`src/hdl/ecp_pkg.sv`:
```
// Operation
// - mode is a three-bit field in the top of the extended control register.
// - mode codes 000,001,010,011,110,111 select standard, byte, fifo, ecp, test, config.
// - first base offset 0 is data in 000/001, address/RLE fifo port in 011.
// - second base offset 0 is compat, ecp data, test fifo, or config A by mode.
// - status at first base +1 and control at +2 reachable in every mode.
// - data register resets to 0, captured on IOW# rise, driven uninverted to PD.
// - bytes to the address/RLE port are queued tagged and sent automatically.
// - status bit 7 reads inverse of Busy.
// - status bits 6..3 read nAck, PError, Select, nFault uninverted.
// - status bits 2..0 always read one.
// - control bits 7..6 read one and ignore writes.
// - control bits 5..0 clear to zero during reset.
// - direction bit sets PD in/out outside 000/010; forced zero in 000.
// - with control bit 4 set, nAck rising edge raises an interrupt.
// - control bit 3 drives SelectIn inverted, bit 2 drives nInit straight.
// - control bit 1 drives nAutoFd inverted, bit 0 drives nStrobe inverted, except in fifo modes 010/011.
// - forward transfers handshake nStrobe against Busy.
// - reverse: nAutoFd low requests a byte, peripheral answers with nAck.
// - forward nAutoFd marks command or data; reverse Busy marks it.
// - nInit low reverses bus; peripheral drives only with nInit low. PD direction here follows control bit 5 outside 000/010 (forward there), not nInit.
// - in ecp mode nSelectIn is held high.
package ecp_pkg;
   // ---------------------------------------------
   // register offsets and modes
   // ---------------------------------------------
   localparam logic [1:0] OFS_DATA = 2'h0;
   localparam logic [1:0] OFS_STAT = 2'h1;
   localparam logic [1:0] OFS_CTRL = 2'h2;
   localparam logic [2:0] MODE_STD = 3'h0;
   localparam logic [2:0] MODE_BYTE = 3'h1;
   localparam logic [2:0] MODE_COMPAT_FIFO_PORT = 3'h2;
   localparam logic [2:0] MODE_ECP = 3'h3;
   localparam logic [2:0] MODE_TEST = 3'h6;
   localparam logic [2:0] MODE_CFG = 3'h7;
   // ---------------------------------------------
   // field positions and fixed values
   // ---------------------------------------------
   localparam int ECR_MODE_LO = 5;
   localparam int ECR_NERR = 4;
   localparam int DCR_DIR = 5;
   localparam int DCR_IRQE = 4;
   localparam int DCR_SLIN = 3;
   localparam int DCR_INIT = 2;
   localparam int DCR_AFD = 1;
   localparam int DCR_STB = 0;
   localparam logic [1:0] DCR_TOP_ONES = 2'h3;
   localparam logic [2:0] DSR_LOW_ONES = 3'h7;
   localparam logic [7:0] CFGA_VALUE = 8'h10;
   localparam logic [7:0] UNMAPPED_RD = 8'hff;
   localparam logic [7:0] DATA_RST = 8'h00;
   localparam logic [5:0] DCR_RST = 6'h00;
   localparam logic [4:0] ECR_RST = 5'h00;
   localparam int FIFO_DEPTH = 16;
   localparam int FIFO_AW = 4;
   // ---------------------------------------------
   // types
   // ---------------------------------------------
   typedef enum logic [2:0] {
      ST_IDLE = 3'h0,
      ST_FSET = 3'h1,
      ST_FSTB = 3'h3,
      ST_FREL = 3'h2,
      ST_RREQ = 3'h6,
      ST_RACK = 3'h7
   } ecp_state_e;
   typedef struct packed {
      logic busy;
      logic nAck;
      logic pError;
      logic select;
      logic nFault;
      logic [7:0] pd;
   } ecp_pins_s;
   typedef struct packed {
      logic iowN;
      logic iorN;
      logic base1SelN;
      logic base2SelN;
      logic [1:0] addr;
      logic [7:0] data;
   } ecp_bus_s;
   typedef struct packed {
      logic tag;
      logic [7:0] data;
   } ecp_entry_s;
endpackage

```
`src/hdl/ecp_parallel_port.sv`:
```
`timescale 1ns/1ps
module ecp_parallel_port (
   // clock, reset, enable
   input wire logic mclk,
   input wire logic rst_n,
   input wire logic clkEn,
   // host i/o bus
   input wire ecp_pkg::ecp_bus_s hostBus,
   output logic [7:0] hostRdData,
   output logic hostRdOe,
   output logic irqReq,
   // printer pins
   input wire ecp_pkg::ecp_pins_s pinIn,
   output logic [7:0] pdOut,
   output logic pdOe,
   output logic nStrobe,
   output logic nAutoFd,
   output logic nInit,
   output logic nSelectIn
);
   // ---------------------------------------------
   // input synchronisers
   // ---------------------------------------------
   ecp_pkg::ecp_bus_s busA_r, busS_r;
   ecp_pkg::ecp_pins_s pinA_r, pinS_r;
   logic iowD_r, iorD_r, nAckD_r, nFaultD_r;

   always_ff @(posedge mclk or negedge rst_n) begin
      if (!rst_n) begin
         busA_r <= '1;
         busS_r <= '1;
         pinA_r <= '1;
         pinS_r <= '1;
         iowD_r <= 1'b1;
         iorD_r <= 1'b1;
         nAckD_r <= 1'b1;
         nFaultD_r <= 1'b1;
      end else if (clkEn) begin
         busA_r <= hostBus;
         busS_r <= busA_r;
         pinA_r <= pinIn;
         pinS_r <= pinA_r;
         iowD_r <= busS_r.iowN;
         iorD_r <= busS_r.iorN;
         nAckD_r <= pinS_r.nAck;
         nFaultD_r <= pinS_r.nFault;
      end
   end

   // ---------------------------------------------
   // decode
   // ---------------------------------------------
   logic wrStb, rdStb, sel1, sel2;
   logic [2:0] mode;
   logic [7:0] wd;
   logic [1:0] ofs;
   logic [5:0] dcr_r;
   logic [4:0] ecrLow_r;
   logic [7:0] data_r;
   logic dirEff, fifoMode;

   // write data is taken as IOW# rises, read starts as IOR# falls
   assign wrStb = busS_r.iowN & ~iowD_r;
   assign rdStb = ~busS_r.iorN & iorD_r;
   assign sel1 = ~busS_r.base1SelN;
   assign sel2 = ~busS_r.base2SelN;
   assign wd = busS_r.data;
   assign ofs = busS_r.addr;
   assign fifoMode = (mode == ecp_pkg::MODE_COMPAT_FIFO_PORT) || (mode == ecp_pkg::MODE_ECP);
   // modes 000 and 010 always drive forward
   assign dirEff = (mode == ecp_pkg::MODE_STD || mode == ecp_pkg::MODE_COMPAT_FIFO_PORT) ?
                   1'b0 : dcr_r[ecp_pkg::DCR_DIR];

   logic wrData, wrAfifo, wrDfifo, wrCtrl, wrEcr;
   logic rdAfifoOrD, rdTest;
   assign wrData = wrStb & sel1 & (ofs == ecp_pkg::OFS_DATA) &
                   (mode == ecp_pkg::MODE_STD || mode == ecp_pkg::MODE_BYTE);
   assign wrAfifo = wrStb & sel1 & (ofs == ecp_pkg::OFS_DATA) &
                    (mode == ecp_pkg::MODE_ECP) & ~dirEff;
   assign wrDfifo = wrStb & sel2 & (ofs == ecp_pkg::OFS_DATA) &
                    (((mode == ecp_pkg::MODE_COMPAT_FIFO_PORT || mode == ecp_pkg::MODE_ECP) & ~dirEff)
                     | (mode == ecp_pkg::MODE_TEST));
   assign wrCtrl = wrStb & sel1 & (ofs == ecp_pkg::OFS_CTRL);
   assign wrEcr = wrStb & sel2 & (ofs == ecp_pkg::OFS_CTRL);
   assign rdAfifoOrD = rdStb & sel2 & (ofs == ecp_pkg::OFS_DATA) &
                       (mode == ecp_pkg::MODE_ECP) & dirEff;
   assign rdTest = rdStb & sel2 & (ofs == ecp_pkg::OFS_DATA) &
                   (mode == ecp_pkg::MODE_TEST);

   // ---------------------------------------------
   // fifo shared by all fifo modes
   // ---------------------------------------------
   ecp_pkg::ecp_entry_s mem [ecp_pkg::FIFO_DEPTH];
   logic [ecp_pkg::FIFO_AW-1:0] wrPtr_r, rdPtr_r;
   logic [ecp_pkg::FIFO_AW:0] count_r;
   logic full, empty, push, pop, hostPush, hostPop, revPush, fwdPop;
   ecp_pkg::ecp_entry_s pushEntry, head;
   logic [7:0] lastRd_r;

   assign full = (count_r == (ecp_pkg::FIFO_AW+1)'(ecp_pkg::FIFO_DEPTH));
   assign empty = (count_r == '0);
   assign head = mem[rdPtr_r];
   // a full fifo drops further writes
   assign hostPush = (wrAfifo | wrDfifo) & ~full;
   assign hostPop = (rdAfifoOrD | rdTest) & ~empty;
   assign push = hostPush | revPush;
   assign pop = hostPop | fwdPop;

   always_comb begin
      pushEntry.tag = wrAfifo;
      pushEntry.data = wd;
      if (revPush) begin
         pushEntry.tag = ~pinS_r.busy;
         pushEntry.data = pinS_r.pd;
      end
   end

   always_ff @(posedge mclk) begin
      if (clkEn && push) begin
         mem[wrPtr_r] <= pushEntry;
      end
   end

   always_ff @(posedge mclk or negedge rst_n) begin
      if (!rst_n) begin
         wrPtr_r <= '0;
         rdPtr_r <= '0;
         count_r <= '0;
      end else if (clkEn) begin
         if (mode == ecp_pkg::MODE_STD) begin
            wrPtr_r <= '0;
            rdPtr_r <= '0;
            count_r <= '0;
         end else begin
            if (push) begin
               wrPtr_r <= wrPtr_r + 1'b1;
            end
            if (pop) begin
               rdPtr_r <= rdPtr_r + 1'b1;
            end
            if (push && !pop) begin
               count_r <= count_r + 1'b1;
            end else if (pop && !push) begin
               count_r <= count_r - 1'b1;
            end
         end
      end
   end

   // an empty test fifo answers with the last byte read
   always_ff @(posedge mclk or negedge rst_n) begin
      if (!rst_n) begin
         lastRd_r <= ecp_pkg::DATA_RST;
      end else if (clkEn && hostPop) begin
         lastRd_r <= head.data;
      end
   end

   // ---------------------------------------------
   // registers
   // ---------------------------------------------
   always_ff @(posedge mclk or negedge rst_n) begin
      if (!rst_n) begin
         data_r <= ecp_pkg::DATA_RST;
      end else if (clkEn && wrData) begin
         data_r <= wd;
      end
   end

   always_ff @(posedge mclk or negedge rst_n) begin
      if (!rst_n) begin
         dcr_r <= ecp_pkg::DCR_RST;
      end else if (clkEn) begin
         if (wrCtrl) begin
            dcr_r <= wd[5:0];
         end
         if (mode == ecp_pkg::MODE_STD) begin
            dcr_r[ecp_pkg::DCR_DIR] <= 1'b0;
         end
      end
   end

   always_ff @(posedge mclk or negedge rst_n) begin
      if (!rst_n) begin
         mode <= ecp_pkg::MODE_STD;
         ecrLow_r <= ecp_pkg::ECR_RST;
      end else if (clkEn && wrEcr) begin
         mode <= wd[7:ecp_pkg::ECR_MODE_LO];
         ecrLow_r <= wd[4:0];
      end
   end

   // ---------------------------------------------
   // interrupt pulses
   // ---------------------------------------------
   logic ackIrq, faultIrq, errEnFall;
   assign ackIrq = dcr_r[ecp_pkg::DCR_IRQE] & pinS_r.nAck & ~nAckD_r;
   // re-enabling while nFault is low also fires
   assign errEnFall = wrEcr & ecrLow_r[ecp_pkg::ECR_NERR] & ~wd[ecp_pkg::ECR_NERR]
                      & ~pinS_r.nFault;
   assign faultIrq = (mode == ecp_pkg::MODE_ECP) & ~dirEff &
                     ((~ecrLow_r[ecp_pkg::ECR_NERR] & ~pinS_r.nFault & nFaultD_r)
                      | errEnFall);

   always_ff @(posedge mclk or negedge rst_n) begin
      if (!rst_n) begin
         irqReq <= 1'b0;
      end else if (clkEn) begin
         irqReq <= ackIrq | faultIrq;
      end
   end

   // ---------------------------------------------
   // handshake engine
   // ---------------------------------------------
   ecp_pkg::ecp_state_e state_r;
   ecp_pkg::ecp_entry_s outEntry_r;
   logic canFwd, canRev;

   assign canFwd = fifoMode & ~dirEff & ~empty & ~hostPop;
   assign canRev = (mode == ecp_pkg::MODE_ECP) & dirEff & ~full & ~hostPush;
   assign fwdPop = clkEn & (state_r == ecp_pkg::ST_IDLE) & canFwd;
   assign revPush = (state_r == ecp_pkg::ST_RREQ) & ~pinS_r.nAck &
                    (mode == ecp_pkg::MODE_ECP);

   always_ff @(posedge mclk or negedge rst_n) begin
      if (!rst_n) begin
         state_r <= ecp_pkg::ST_IDLE;
         outEntry_r <= '0;
      end else if (clkEn) begin
         if (!fifoMode) begin
            // leaving a fifo mode drops any handshake in flight
            state_r <= ecp_pkg::ST_IDLE;
         end else begin
            case (state_r)
               ecp_pkg::ST_IDLE: begin
                  if (canFwd) begin
                     outEntry_r <= head;
                     state_r <= ecp_pkg::ST_FSET;
                  end else if (canRev) begin
                     state_r <= ecp_pkg::ST_RREQ;
                  end
               end
               ecp_pkg::ST_FSET: begin
                  if (!pinS_r.busy) begin
                     state_r <= ecp_pkg::ST_FSTB;
                  end
               end
               ecp_pkg::ST_FSTB: begin
                  if (pinS_r.busy) begin
                     state_r <= ecp_pkg::ST_FREL;
                  end
               end
               ecp_pkg::ST_FREL: begin
                  if (!pinS_r.busy) begin
                     state_r <= ecp_pkg::ST_IDLE;
                  end
               end
               ecp_pkg::ST_RREQ: begin
                  if (!pinS_r.nAck) begin
                     state_r <= ecp_pkg::ST_RACK;
                  end
               end
               ecp_pkg::ST_RACK: begin
                  if (pinS_r.nAck) begin
                     state_r <= ecp_pkg::ST_IDLE;
                  end
               end
               default: state_r <= ecp_pkg::ST_IDLE;
            endcase
         end
      end
   end

   // ---------------------------------------------
   // printer pin drivers
   // ---------------------------------------------
   always_ff @(posedge mclk or negedge rst_n) begin
      if (!rst_n) begin
         pdOut <= ecp_pkg::DATA_RST;
         pdOe <= 1'b1;
         nStrobe <= 1'b1;
         nAutoFd <= 1'b1;
         nInit <= 1'b0;
         nSelectIn <= 1'b1;
      end else if (clkEn) begin
         pdOe <= ~dirEff;
         nInit <= dcr_r[ecp_pkg::DCR_INIT];
         nSelectIn <= ~dcr_r[ecp_pkg::DCR_SLIN];
         if (mode == ecp_pkg::MODE_ECP) begin
            nSelectIn <= 1'b1;
         end
         nStrobe <= ~dcr_r[ecp_pkg::DCR_STB];
         nAutoFd <= ~dcr_r[ecp_pkg::DCR_AFD];
         pdOut <= data_r;
         if (mode == ecp_pkg::MODE_TEST) begin
            pdOut <= head.data;
         end
         if (fifoMode) begin
            pdOut <= outEntry_r.data;
            nStrobe <= (state_r != ecp_pkg::ST_FSTB);
            // tag high marks an address/RLE byte, sent with nAutoFd low
            nAutoFd <= ~(outEntry_r.tag && state_r != ecp_pkg::ST_IDLE &&
                         state_r != ecp_pkg::ST_RREQ && state_r != ecp_pkg::ST_RACK);
            if (dirEff) begin
               nAutoFd <= (state_r != ecp_pkg::ST_RREQ);
            end
         end
      end
   end

   // ---------------------------------------------
   // host read mux
   // ---------------------------------------------
   logic [7:0] rdMux;
   always_comb begin
      rdMux = ecp_pkg::UNMAPPED_RD;
      if (sel1) begin
         case (ofs)
            ecp_pkg::OFS_DATA: begin
               if (mode == ecp_pkg::MODE_STD) begin
                  rdMux = data_r;
               end else if (mode == ecp_pkg::MODE_BYTE) begin
                  rdMux = dirEff ? pinS_r.pd : data_r;
               end
            end
            ecp_pkg::OFS_STAT: begin
               rdMux = {~pinS_r.busy, pinS_r.nAck, pinS_r.pError,
                        pinS_r.select, pinS_r.nFault, ecp_pkg::DSR_LOW_ONES};
            end
            ecp_pkg::OFS_CTRL: begin
               rdMux = {ecp_pkg::DCR_TOP_ONES, dcr_r};
            end
            default: rdMux = ecp_pkg::UNMAPPED_RD;
         endcase
      end else if (sel2) begin
         case (ofs)
            ecp_pkg::OFS_DATA: begin
               if (mode == ecp_pkg::MODE_CFG) begin
                  rdMux = ecp_pkg::CFGA_VALUE;
               end else if (mode == ecp_pkg::MODE_TEST) begin
                  rdMux = empty ? lastRd_r : head.data;
               end else if (mode == ecp_pkg::MODE_ECP && dirEff) begin
                  rdMux = head.data;
               end
            end
            ecp_pkg::OFS_STAT: begin
               if (mode == ecp_pkg::MODE_CFG) begin
                  rdMux = {1'b0, irqReq, 6'h00};
               end
            end
            ecp_pkg::OFS_CTRL: begin
               rdMux = {mode, ecrLow_r[4:2], full, empty};
            end
            default: rdMux = ecp_pkg::UNMAPPED_RD;
         endcase
      end
   end

   always_ff @(posedge mclk or negedge rst_n) begin
      if (!rst_n) begin
         hostRdData <= ecp_pkg::UNMAPPED_RD;
      end else if (clkEn && rdStb) begin
         hostRdData <= rdMux;
      end
   end

   assign hostRdOe = ~busS_r.iorN & ~iorD_r & (sel1 | sel2);
endmodule

```
`config.mk`:
```
export PLATFORM = sky130hd
export DESIGN_NAME = ecp_parallel_port
export DESIGN_NICKNAME = d
export VERILOG_FILES = /design/src/hdl/ecp_pkg.sv /design/src/hdl/ecp_parallel_port.sv
export SDC_FILE = /design/constraint.sdc
export NUM_CORES = 1
export LEC_CHECK = 0
export BUFFER_PORTS_ARGS = -buffer_cell sky130_fd_sc_hd__buf_2
export CAP_MARGIN = 20
export CELL_PAD_IN_SITES_DETAIL_PLACEMENT = 0
export CELL_PAD_IN_SITES_GLOBAL_PLACEMENT = 1
export CORE_ASPECT_RATIO = 1.25
export CORE_UTILIZATION = 52
export DETAILED_ROUTE_END_ITERATION = 6
export PLACE_DENSITY = 0.76
export SLEW_MARGIN = 20
export SYNTH_ARGS = -nofsm -noshare
export SYNTH_HDL_FRONTEND = slang
export SYNTH_SLANG_ARGS = --single-unit
```
`constraint.sdc`:
```
create_clock -name mclk -period 4 [get_ports mclk]
set_input_delay 0.2 -clock mclk [delete_from_list [all_inputs] [get_ports mclk]]
set_output_delay 0.2 -clock mclk [all_outputs]
set_load 0.03 [all_outputs]
```
# Yosys cells after proc, flatten, opt, wreduce, memory -nomap -nowiden
# Memory sizes are Yosys's and may differ from the RTL's.
# Cells that the tools add are included.
[totals] wordCells=215 ramBits=144 input_bits=30 mem_count=1 register_bits=135
[memory_table] memory="mem" words=16 width=9 read_ports=1 rd_clocked_by_memory_dff=0 wr=1 line="ecp_parallel_port.sv:93" rtl="ecp_pkg::ecp_entry_s mem [ecp_pkg::FIFO_DEPTH];"
[op_classes] n_bitwise=68 mux=40 addsub=4 eq_ne=22 n_reduce_logical=32
[op_table] op="$mux 8" n=12
[op_table] op="$pmux 8 s3" n=2
[op_table] op="$and 1x1->1" n=40
[op_table] op="$mux 3" n=8
[op_table] op="$ne 3x3->1 const B" n=7
[op_table] op="$not 1->1" n=20
[op_table] op="$pmux 3 s6" n=1
[op_table] op="$mux 4" n=4
[op_table] op="$mux 5" n=3
[op_table] op="$eq 3x2->1 const B" n=4
[op_table] op="$eq 3x3->1 const B" n=4
[op_table] op="$logic_and 1x1->1" n=11
[op_table] op="$reduce_and 2->1" n=5
[op_table] op="$mux 9" n=1
[op_table] op="$add 4x1->4 const B" n=2
[op_table] op="$mux 1" n=8
[op_table] op="$or 1x1->1" n=8
[op_table] op="$reduce_and 7->1" n=1
[op_table] op="$eq 3x1->1 const B" n=2
[op_table] op="$logic_not 3->1" n=2
[op_table] op="$mux 6" n=1
[op_table] op="$reduce_bool 2->1" n=3
[op_table] op="$reduce_bool 3->1" n=2
[op_table] op="$add 5x1->5 const B" n=1
[op_table] op="11 further kinds" n=14

# Depth between registers and ports, before layout
# Gate-level depths: netlist of run 1.
[logic_depth] word_depth=16 mapped_depth=15 ltp_nobuf=12

# Worst setup path before layout of run 1
# OpenSTA, ideal clock, no wires.
[synth_path] kind="register to register" start="reg count_r[1] in the netlist's numbering" end="reg count_r[4] in the netlist's numbering" t_arrival_ns=2.960 synth_period_minus_slack_ns=3.047 required_ns=3.913 stages_incl_launch_ff=12 path_slack_ns=0.953 cell_sequence="dfrtp_1 > or4_4 > o2111ai_2 > o41a_1 > ha_1 > inv_1 > fa_1 > a21o_1 > a21oi_1 > xnor2_1 > or3_1 > o211ai_1"
[synth_between] elab_chain_len=11 elab_cells_between_ends=23 classes_between="add/sub: 2; eq/ne: 1; mux: 3; bitwise: 10; reduce/logical: 7"
[synth_lines] item="start: declaration" line="ecp_parallel_port.sv:95" rtl="logic [ecp_pkg::FIFO_AW:0] count_r;"
[synth_lines] item="start signal: assignment" line="ecp_parallel_port.sv:142" rtl="count_r <= count_r + 1'b1;"
[synth_lines] item="start signal: assignment" line="ecp_parallel_port.sv:144" rtl="count_r <= count_r - 1'b1;"
[synth_lines] item="$logic_not 5->1" line="ecp_parallel_port.sv:101" rtl="assign empty = (count_r == '0);"
[synth_lines] item="$not 1->1" line="ecp_parallel_port.sv:105, ecp_parallel_port.sv:220"
[synth_lines] item="$and 1x1->1" line="ecp_parallel_port.sv:105" rtl="assign hostPop = (rdAfifoOrD | rdTest) & ~empty;"
[synth_lines] item="$not 1->1" line="ecp_parallel_port.sv:220" rtl="assign canFwd = fifoMode & ~dirEff & ~empty & ~hostPop;"
[synth_lines] item="$and 1x1->1" line="ecp_parallel_port.sv:220"
[synth_lines] item="$and 1x1->1" line="ecp_parallel_port.sv:222" rtl="assign fwdPop = clkEn & (state_r == ecp_pkg::ST_IDLE) & canFwd;"
[synth_lines] item="$or 1x1->1" line="ecp_parallel_port.sv:107" rtl="assign pop = hostPop | fwdPop;"
[synth_lines] item="$logic_not 1->1" line="ecp_parallel_port.sv:141" rtl="if (push && !pop) begin"
[synth_lines] item="$logic_and 1x1->1" line="ecp_parallel_port.sv:141"
[synth_lines] item="$reduce_bool 3->1 (no source line) or $mux 5 (tied branches)"
[synth_lines] item="$reduce_and 2->1 (no source line) or $mux 5 (tied branches)"
# Parallel ways exist; a longest one is shown, timed or not. The select of a mux whose other input is x is not followed.
# A chain may end at the register's enable or synchronous reset.

# Worst setup path in the final report of run 1
[layout_path] start="reg mode[0]" end="reg count_r[4] in the netlist's numbering"
[layout_between] elab_chain_len=14 elab_cells_between_ends=35 classes_between="eq/ne: 3; mux: 3; bitwise: 20; reduce/logical: 9"
[layout_lines] item="start: declaration" line="ecp_parallel_port.sv:54" rtl="logic [2:0] mode;"
[layout_lines] item="start signal: assignment" line="ecp_parallel_port.sv:185" rtl="mode <= ecp_pkg::MODE_STD;"
[layout_lines] item="start signal: assignment" line="ecp_parallel_port.sv:188" rtl="mode <= wd[7:ecp_pkg::ECR_MODE_LO];"
[layout_lines] item="$eq 3x2->1 or $logic_not 3->1 (tied branches)"
[layout_lines] item="$logic_or 1x1->1" line="ecp_parallel_port.sv:71" rtl="assign dirEff = (mode == ecp_pkg::MODE_STD || mode == ecp_pkg::MODE_COMPAT_FIFO_PORT) ?"
[layout_lines] item="$mux 1" line="ecp_parallel_port.sv:71"
[layout_lines] item="$and 1x1->1 or $not 1->1 (tied branches)"
[layout_lines] item="$or 1x1->1 or $and 1x1->1 (tied branches)" line="ecp_parallel_port.sv:105, ecp_parallel_port.sv:81, ecp_parallel_port.sv:220"
[layout_lines] item="$and 1x1->1 or $or 1x1->1 (tied branches)" line="ecp_parallel_port.sv:105, ecp_parallel_port.sv:82"
[layout_lines] item="$not 1->1 or $and 1x1->1 (tied branches)" line="ecp_parallel_port.sv:220, ecp_parallel_port.sv:80"
[layout_lines] item="$and 1x1->1 or $or 1x1->1 (tied branches)" line="ecp_parallel_port.sv:220, ecp_parallel_port.sv:104"
[layout_lines] item="$and 1x1->1 (on tied branches)" line="ecp_parallel_port.sv:222, ecp_parallel_port.sv:104"
[layout_lines] item="$or 1x1->1 (on tied branches)" line="ecp_parallel_port.sv:107, ecp_parallel_port.sv:106"
[layout_lines] item="$logic_not 1->1 (on tied branches)" line="ecp_parallel_port.sv:141, ecp_parallel_port.sv:143"
[layout_lines] item="$logic_and 1x1->1 (on tied branches)" line="ecp_parallel_port.sv:141, ecp_parallel_port.sv:143"
[layout_lines] item="$reduce_bool 3->1 (no source line) or $mux 5 (tied branches)"
[layout_lines] item="$reduce_and 2->1 (no source line) or $mux 5 (tied branches)"
# Parallel ways exist; a longest one is shown, timed or not.

==> summary.md, run 1 <==
| Metric | Value |
|---|---|
| Top cells by instance count after synthesis | `edfxtp_1, mux2_2, dfstp_2` |
| CP Capture Type | `register` |
| Post-synth EDFFs | `about 140` |
| Gr usage total | `26.23%` |
| Placed inst area | `about 13000 um2` |
| FF+latch area | `between 7000 and 8000 um2` |
| GP Congestion | `~0.85` |
| Layout cells sized above 1 | `36.11%` |
| Post-CTS resize count | `0` |
| Row count | `62` |
| Fmax | `296.5 MHz` |
| Leakage Power | `5.254 nW` |
| Die ar. | `24480 um2` |
| Max VDD drop | `~0.00045 V` |
| Max-slew violations | `0` |
| Unique masters post-synth | `80` |
| Sw frac | `31.43%` |
| Post-Syn Area | `12410 um2` |
| Power per standard cell area | `574.7 nW/um2` |
| Hold_ws | `0.04000 ns` |
| Area share of the largest cell type after synthesis | `approximately a third` |
| Total clock sinks | `277` |
| Sequential Power Share | `46.8%` |
| Reg2reg path depth | `11` |
| Cells after Synth | `836` |
| Clock-pin slew on the worst setup and hold paths | `about 0.060 ns` |
| Antenna cell count | `0` |
| Routed wire length | `30.72 mm` |
| Clk_skew | `0.01848 ns` |
| Fill count | `1741` |
| Total power | `8.126 mW` |
| H-tree lvl count | `1` |
| Initial antenna violation count | `0` |
| Final period util | `84.31%` |
| Area growth, synth to finish | `13.97%` |
| Int Power | `5.572 mW` |
| Via Count | `7497` |
| Post-synth top area cell | `edfxtp_1` |
| Hold buffers post-CTS | `28` |
| Clock power frac | `31.8%` |
| Crit start category | `register` |
| Status | `complete, no violations` |
| Warnings from Yosys | `0` |
| Setup TNS | `0 ns` |
| Clk Latency, worst-skew pair | `around 0.56 ns` |
| Chip Width | `roughly 140 um` |
| Cell Count, Final, Fillers Out | `1224` |
| Sequential area share after synthesis | `62.38%` |
| 1st-iter DRT viols | `425` |
| Multi-input gate area | `4387 um2` |
| Crit-path max FO | `19` |
| Syn avg cell area | `roughly 15 um2` |
| Ports | `53` |
| Combinational Power Share | `21.4%` |
| Critical path arrival | `3.83 ns` |
| Nets | `955` |
| Initial core utilization | `53.49%` |
| TritonCTS buffer count | `28` |
| Min-delay worst type | `input pin to register` |
| Die H | `174.7 um` |
| First-pass GRT wire length | `47.29 mm` |
| CTS tree | `built` |
| Crit Path Category | `register to register` |
| DR WL met2 | `roughly 17 mm` |
| Setup Buffers After CTS | `0` |
| PortBufs | `52` |
| DRT met1 WL | `11.88 mm` |
| Unrepaired setup endpoints after global routing | `false` |
| Core ar. | `23190 um2` |
| Post-synth net total | `877` |
| Vias per inst | `roughly 6.1` |
| Predominant post-synthesis flop cell | `edfxtp_1` |
| Dpl hpwl | `21.34 mm` |
| WHS Path Cells | `2` |
| Largest net degree at the start of global routing | `106` |
| Router iterations before antenna repair | `4` |
| Min Tclk post-route | `between 3 and 4 ns` |
| DR WL/cell | `25.10 um` |
| Final global-route overflow total | `0` |
| Root Buffer Master | `clkbuf_16` |
| Setup violators final | `0` |
| Async set or reset register ratio after synthesis | `48.01%` |
| Top Metal Used | `met4` |
| Max Cap Viol | `0` |
| Normalized max-slew margin | `35.61%` |
| Worst Path Required | `4.46 ns` |
| Vias in the first global route | `~7.9k` |
| Sw Pwr | `2.554 mW` |
| Synth top area cells | `edfxtp_1, dfstp_2, dfrtp_1, mux2_2, mux4_2` |
| DRC viols | `0` |
| Post-route ant nets | `0` |
| Final Hold Viols | `0` |
| Worst slew pin tran | `0.9658 ns` |
| WL met3 | `between 1 and 1.5 mm` |
| Flops & latches, synth | `277` |
| Design Area, Final | `14140 um2` |
| Clk buf depth | `3` |
| Cells after DPL | `1144` |
| Count leader, synth | `edfxtp_1` |
==> final cells by class <==
cell class / instances / area share (%)
well taps: 288 / 2.548
multi-input cells: 495 / 31.02
clock buffers: 36 / 5.336
clock inverters: 16 / 1.133
flip-flops and latches: 277 / 54.74
repair buffers: 95 / 4.769
inverters: 17 / 0.4513
==> worst paths after layout <==
kind	from	end	slack (ns)
setup / recovery	mode[0]$_DFFE_PN0P_	count_r[4]$_DFFE_PN0P_	0.63
hold / removal	clkEn	pdOe$_DFFE_PN1P_	0.04
setup reg to reg	mode[0]$_DFFE_PN0P_	count_r[4]$_DFFE_PN0P_	0.63
hold reg to reg	nStrobe$_DFFE_PN1P_	nStrobe$_DFFE_PN1P_	0.47
max in group asynchronous	rst_n	hostRdData[2]$_DFFE_PN1P_	2.61
min in group asynchronous	rst_n	dcr_r[3]$_DFFE_PN0P_	0.35
==> per-layer routing <==
| metal | vias up | global-route usage (%) |
|---|---|---|
| li1 | 3372 | - |
| met1 | 3881 | 31.28 |
| met2 | 186 | 48.73 |
| met3 | 58 | 3.289 |
| met4 | 0 | 8.837 |
| met5 | - | 0 |
==> sequential cells by signal (all words and copies together) (netlist names), 4 cells and up <==
| signal | count |
|---|---|
| pinS_r | 13 |
| wd | 8 |
| wrPtr_r | 4 |
| count_r | 5 |
| data_r | 8 |
| outEntry_r | 9 |
| pdOut | 8 |
| dcr_r | 6 |
| busA_r | 14 |
| hostRdData | 8 |
| busS_r | 4 |
| rdPtr_r | 4 |
| lastRd_r | 8 |
| pinA_r | 13 |
| mem | 144 |
==> cells by family after synthesis <==
kind of cell    after synthesis  synth area share [%]
flops                       277                 62.38
simple gates                185                 8.239
mux                         165                 18.05
compound gates              130                 7.614
buf+inv                      64                 2.259
fa+ha+maj                    11                 1.170
xor+xnor                      4                0.2824
==> worst max-delay path, cell delays in order, from the launching register on <==
cell and delay, ns:
dfrtp_1 0.73, and2b_1 0.28, o21ai_2 0.38, o41a_1 0.24
ha_1 0.20, inv_1 0.12, fa_1 0.43, a21o_1 0.20
a21oi_1 0.17, xnor2_1 0.09, or3_1 0.34, o211ai_1 0.10
==> cells in the final DEF, fill, tap and decap left out, types with 36 or more instances in the layout <==
cell type  instances
edfxtp_1         144
mux2_2            99
dfstp_2           70
dfrtp_1           63
nand2_1           51
buf_2             50
mux4_2            37
nor2_1            36
==> power by group through the flow <==
stage / combinational [mW] / clock [mW] / sequential, mW
2_1_floorplan: 1.11 / 0 / 3.82
3_3_place_gp: 1.68 / 0 / 3.84
3_5_place_dp: 1.72 / 0 / 3.86
4_1_cts: 1.75 / 2.64 / 3.81
5_1_grt: 1.88 / 2.75 / 3.84
6_report: 1.74 / 2.58 / 3.80
==> stage by stage <==
step | util, % | worst slack (ns)
floorplan | - | 0.9532
global placement | 55.81 | 0.7700
detailed placement | 55.81 | 0.6971
CTS | 60.96 | 0.6308
global route | 60.96 | 0.4069
finish | 60.96 | 0.6276
Power figures use the tool's default switching activity.
==> inputs of run 2 (changes only) <==
clock period = 3.3 ns   (was 4 ns; I/O delays follow)
==> summary.md, run 2 (synthesized netlist as in run 1, its figures left out) <==
| Metric | Value |
|---|---|
| Status | `complete, no violations` |
| Gr usage total | `26.17%` |
| Clock-pin slew on the worst setup and hold paths | `roughly 0.07 ns` |
| Min Tclk post-route | `a little over 3 ns` |
| Antenna cell count | `0` |
| H-tree lvl count | `1` |
| Chip Width | `around 140 um` |
| CP Cell Sequence | `or4_4 -> o2111ai_2 -> o41a_1 -> ha_1 -> inv_1 -> fa_2 -> a21o_1 -> a21oi_1 -> xnor2_1 -> or3_1 -> o211ai_1` |
| Clk_skew | `0.01194 ns` |
| Reg-to-Reg Start | `count_r[1]$_DFFE_PN0P_` |
| Max Cap Viol | `0` |
| CTS tree | `built` |
| Core ar. | `23190 um2` |
| Initial core utilization | `53.49%` |
| Max FFs per register | `144` |
| Routed wire length | `30.83 mm` |
| Final period util | `between 90% and 100%` |
| 1st-iter DRT viols | `485` |
| Top reg by flops | `mem` |
| WHS Endpoint | `state_r[1]$_DFFE_PN0P_` |
| Worst Hold Launch | `clkEn` |
| Crit-path max FO | `5` |
| Largest net degree at the start of global routing | `96` |
| Post-route ant nets | `0` |
| Initial antenna violation count | `0` |
| Die ar. | `between 20000 and 25000 um2` |
| RR Endpoint | `count_r[4]$_DFFE_PN0P_` |
| Nets | `approximately 980` |
| Min-delay worst type | `input pin to register` |
| Worst slack, placed | `0.1827 ns` |
| DR WL/cell | `approximately 25 um` |
| Setup ws final | `0.2116 ns` |
| Crit-path max cell delay | `0.60 ns` |
| Max VDD drop | `0.0005051 V` |
| Final global-route overflow total | `0` |
| Unrepaired setup endpoints after global routing | `false` |
| Clk Latency, worst-skew pair | `0.56 ns` |
| Leakage Power | `5.332 nW` |
| Critical path arrival | `approximately 3.6 ns` |
| Setup violators final | `0` |
| Cells after DPL | `around 1.2k` |
| CP Capture Type | `register` |
| Router iterations before antenna repair | `5` |
| Commonest non-fill, non-tap cells in the layout | `edfxtp_1, mux2_2, dfstp_2` |
| Clk buf depth | `3` |
| Cell Count, Final, Fillers Out | `1245` |
| TritonCTS buffer count | `29` |
| Layout cells sized above 1 | `37.93%` |
| Max-slew violations | `0` |
| Largest regs | `mem (144), busA_r (14)` |
| Vias in the first global route | `7853` |
| Reg2reg path depth | `11` |
| Via Count | `about 7.6k` |
| Row count | `62` |
| Ports | `between 50 and 60` |
| Crit path buf inv count | `1` |
| Root Buffer Master | `clkbuf_16` |
| Area growth, synth to finish | `15.48%` |
| Crit start category | `register` |
| Largest delay share family, worst path | `simple AND/OR/NAND/NOR gates` |
| Setup TNS | `0 ns` |
| Crit Path Category | `register to register` |
| Total power | `10.02 mW` |
| DRC viols | `0` |
| Final Hold Viols | `0` |
| Power per standard cell area | `between 600 and 700 nW/um2` |
| Setup Buffers After CTS | `0` |
| GP Congestion | `0.9196` |
| Normalized max-slew margin | `between 40 and 50%` |
| Worst slew pin tran | `~0.9 ns` |
| Worst Path Required | `3.78 ns` |
| R2R setup slack | `0.21 ns` |
| Die H | `174.7 um` |
| WHS Path Cells | `4` |
| Total clock sinks | `between 200 and 300` |
| Vias per inst | `6.118` |
| Commonest non-fill, non-tap cell in the layout | `edfxtp_1` |
| Fmax | `~320 MHz` |
| First-pass GRT wire length | `47.42 mm` |
| PortBufs | `52` |
| Dpl hpwl | `21.25 mm` |
| Fin util | `around three fifths` |
| Slowest cell on crit path | `or4_4` |
## run 2: changes by cell type in the layout (fill, tap and decap cells not counted), moves of 2 or more
cell,previous run,this run
clkinv_4,4,0
clkbuf_8,2,0
clkinvlp_2,0,4
buf_4,15,34
clkinv_2,5,7
clkinvlp_4,1,6
clkbuf_2,3,0
clkbuf_1,3,1
## run 2: power breakdown
group,switching (mW),internal [mW]
registers,0.404,4.16
logic,1.38,0.893
clock network,1.41,1.78
## run 2: worst min-delay path, delay by kind of cell
family          cells  cell delay (ns)
simple gates        1             0.19
buf+inv             1             0.12
compound gates      2             0.20
## run 2: timing repair
action | CTS | global route
gates resized for setup | 0 | 4
setup endpoints to repair | 0 | 1
hold endpoints to repair | 77 | 0
hold buffers | 28 | 0
## run 2: worst max path at each step
stage	cells past startpoint	startpoint	slack, ns	endpoint
floorplan	11	count_r[1]$_DFFE_PN0P_	0.25	count_r[4]$_DFFE_PN0P_
global placement	11	count_r[1]$_DFFE_PN0P_	0.23	count_r[4]$_DFFE_PN0P_
detailed placement	11	count_r[1]$_DFFE_PN0P_	0.18	count_r[4]$_DFFE_PN0P_
CTS	11	count_r[1]$_DFFE_PN0P_	0.16	count_r[4]$_DFFE_PN0P_
global route	12	mode[2]$_DFFE_PN0P_	0.05	count_r[4]$_DFFE_PN0P_
finish	11	count_r[1]$_DFFE_PN0P_	0.21	count_r[4]$_DFFE_PN0P_
## run 2: stage by stage
stage | hold WS [ns] | instance area (um2)
2_1_floorplan | -0.1306 | 12410
3_3_place_gp | 0.3139 | 13090
3_5_place_dp | 0.3241 | 13090
4_1_cts | 0.1269 | 14300
5_1_grt | 0.1762 | 14330
6_report | 0.1495 | 14330
## run 2: layout make-up
| type | count | area, um2 |
|---|---|---|
| Fill cell | 1764 | 8867 |
| Sequential cell | 277 | 7741 |
| Multi-Input combinational cell | 495 | 4413 |
| Timing Repair Buffer | 114 | 817.0 |
| Clock buffer | 30 | 729.5 |
| Tap cell | 288 | 360.3 |
| Clock inverter | 24 | 202.7 |
| Inverter | 17 | 63.81 |
## run 2: per-layer routing
metal / vias to the layer above / track usage [%] / routed length (um)
li1: 3418 / - / -
met1: 3881 / 31.43 / 12100
met2: 241 / 45.69 / 15440
met3: 77 / 4.029 / 1672
met4: 0 / 13.42 / 1619
met5: - / 0 / 0
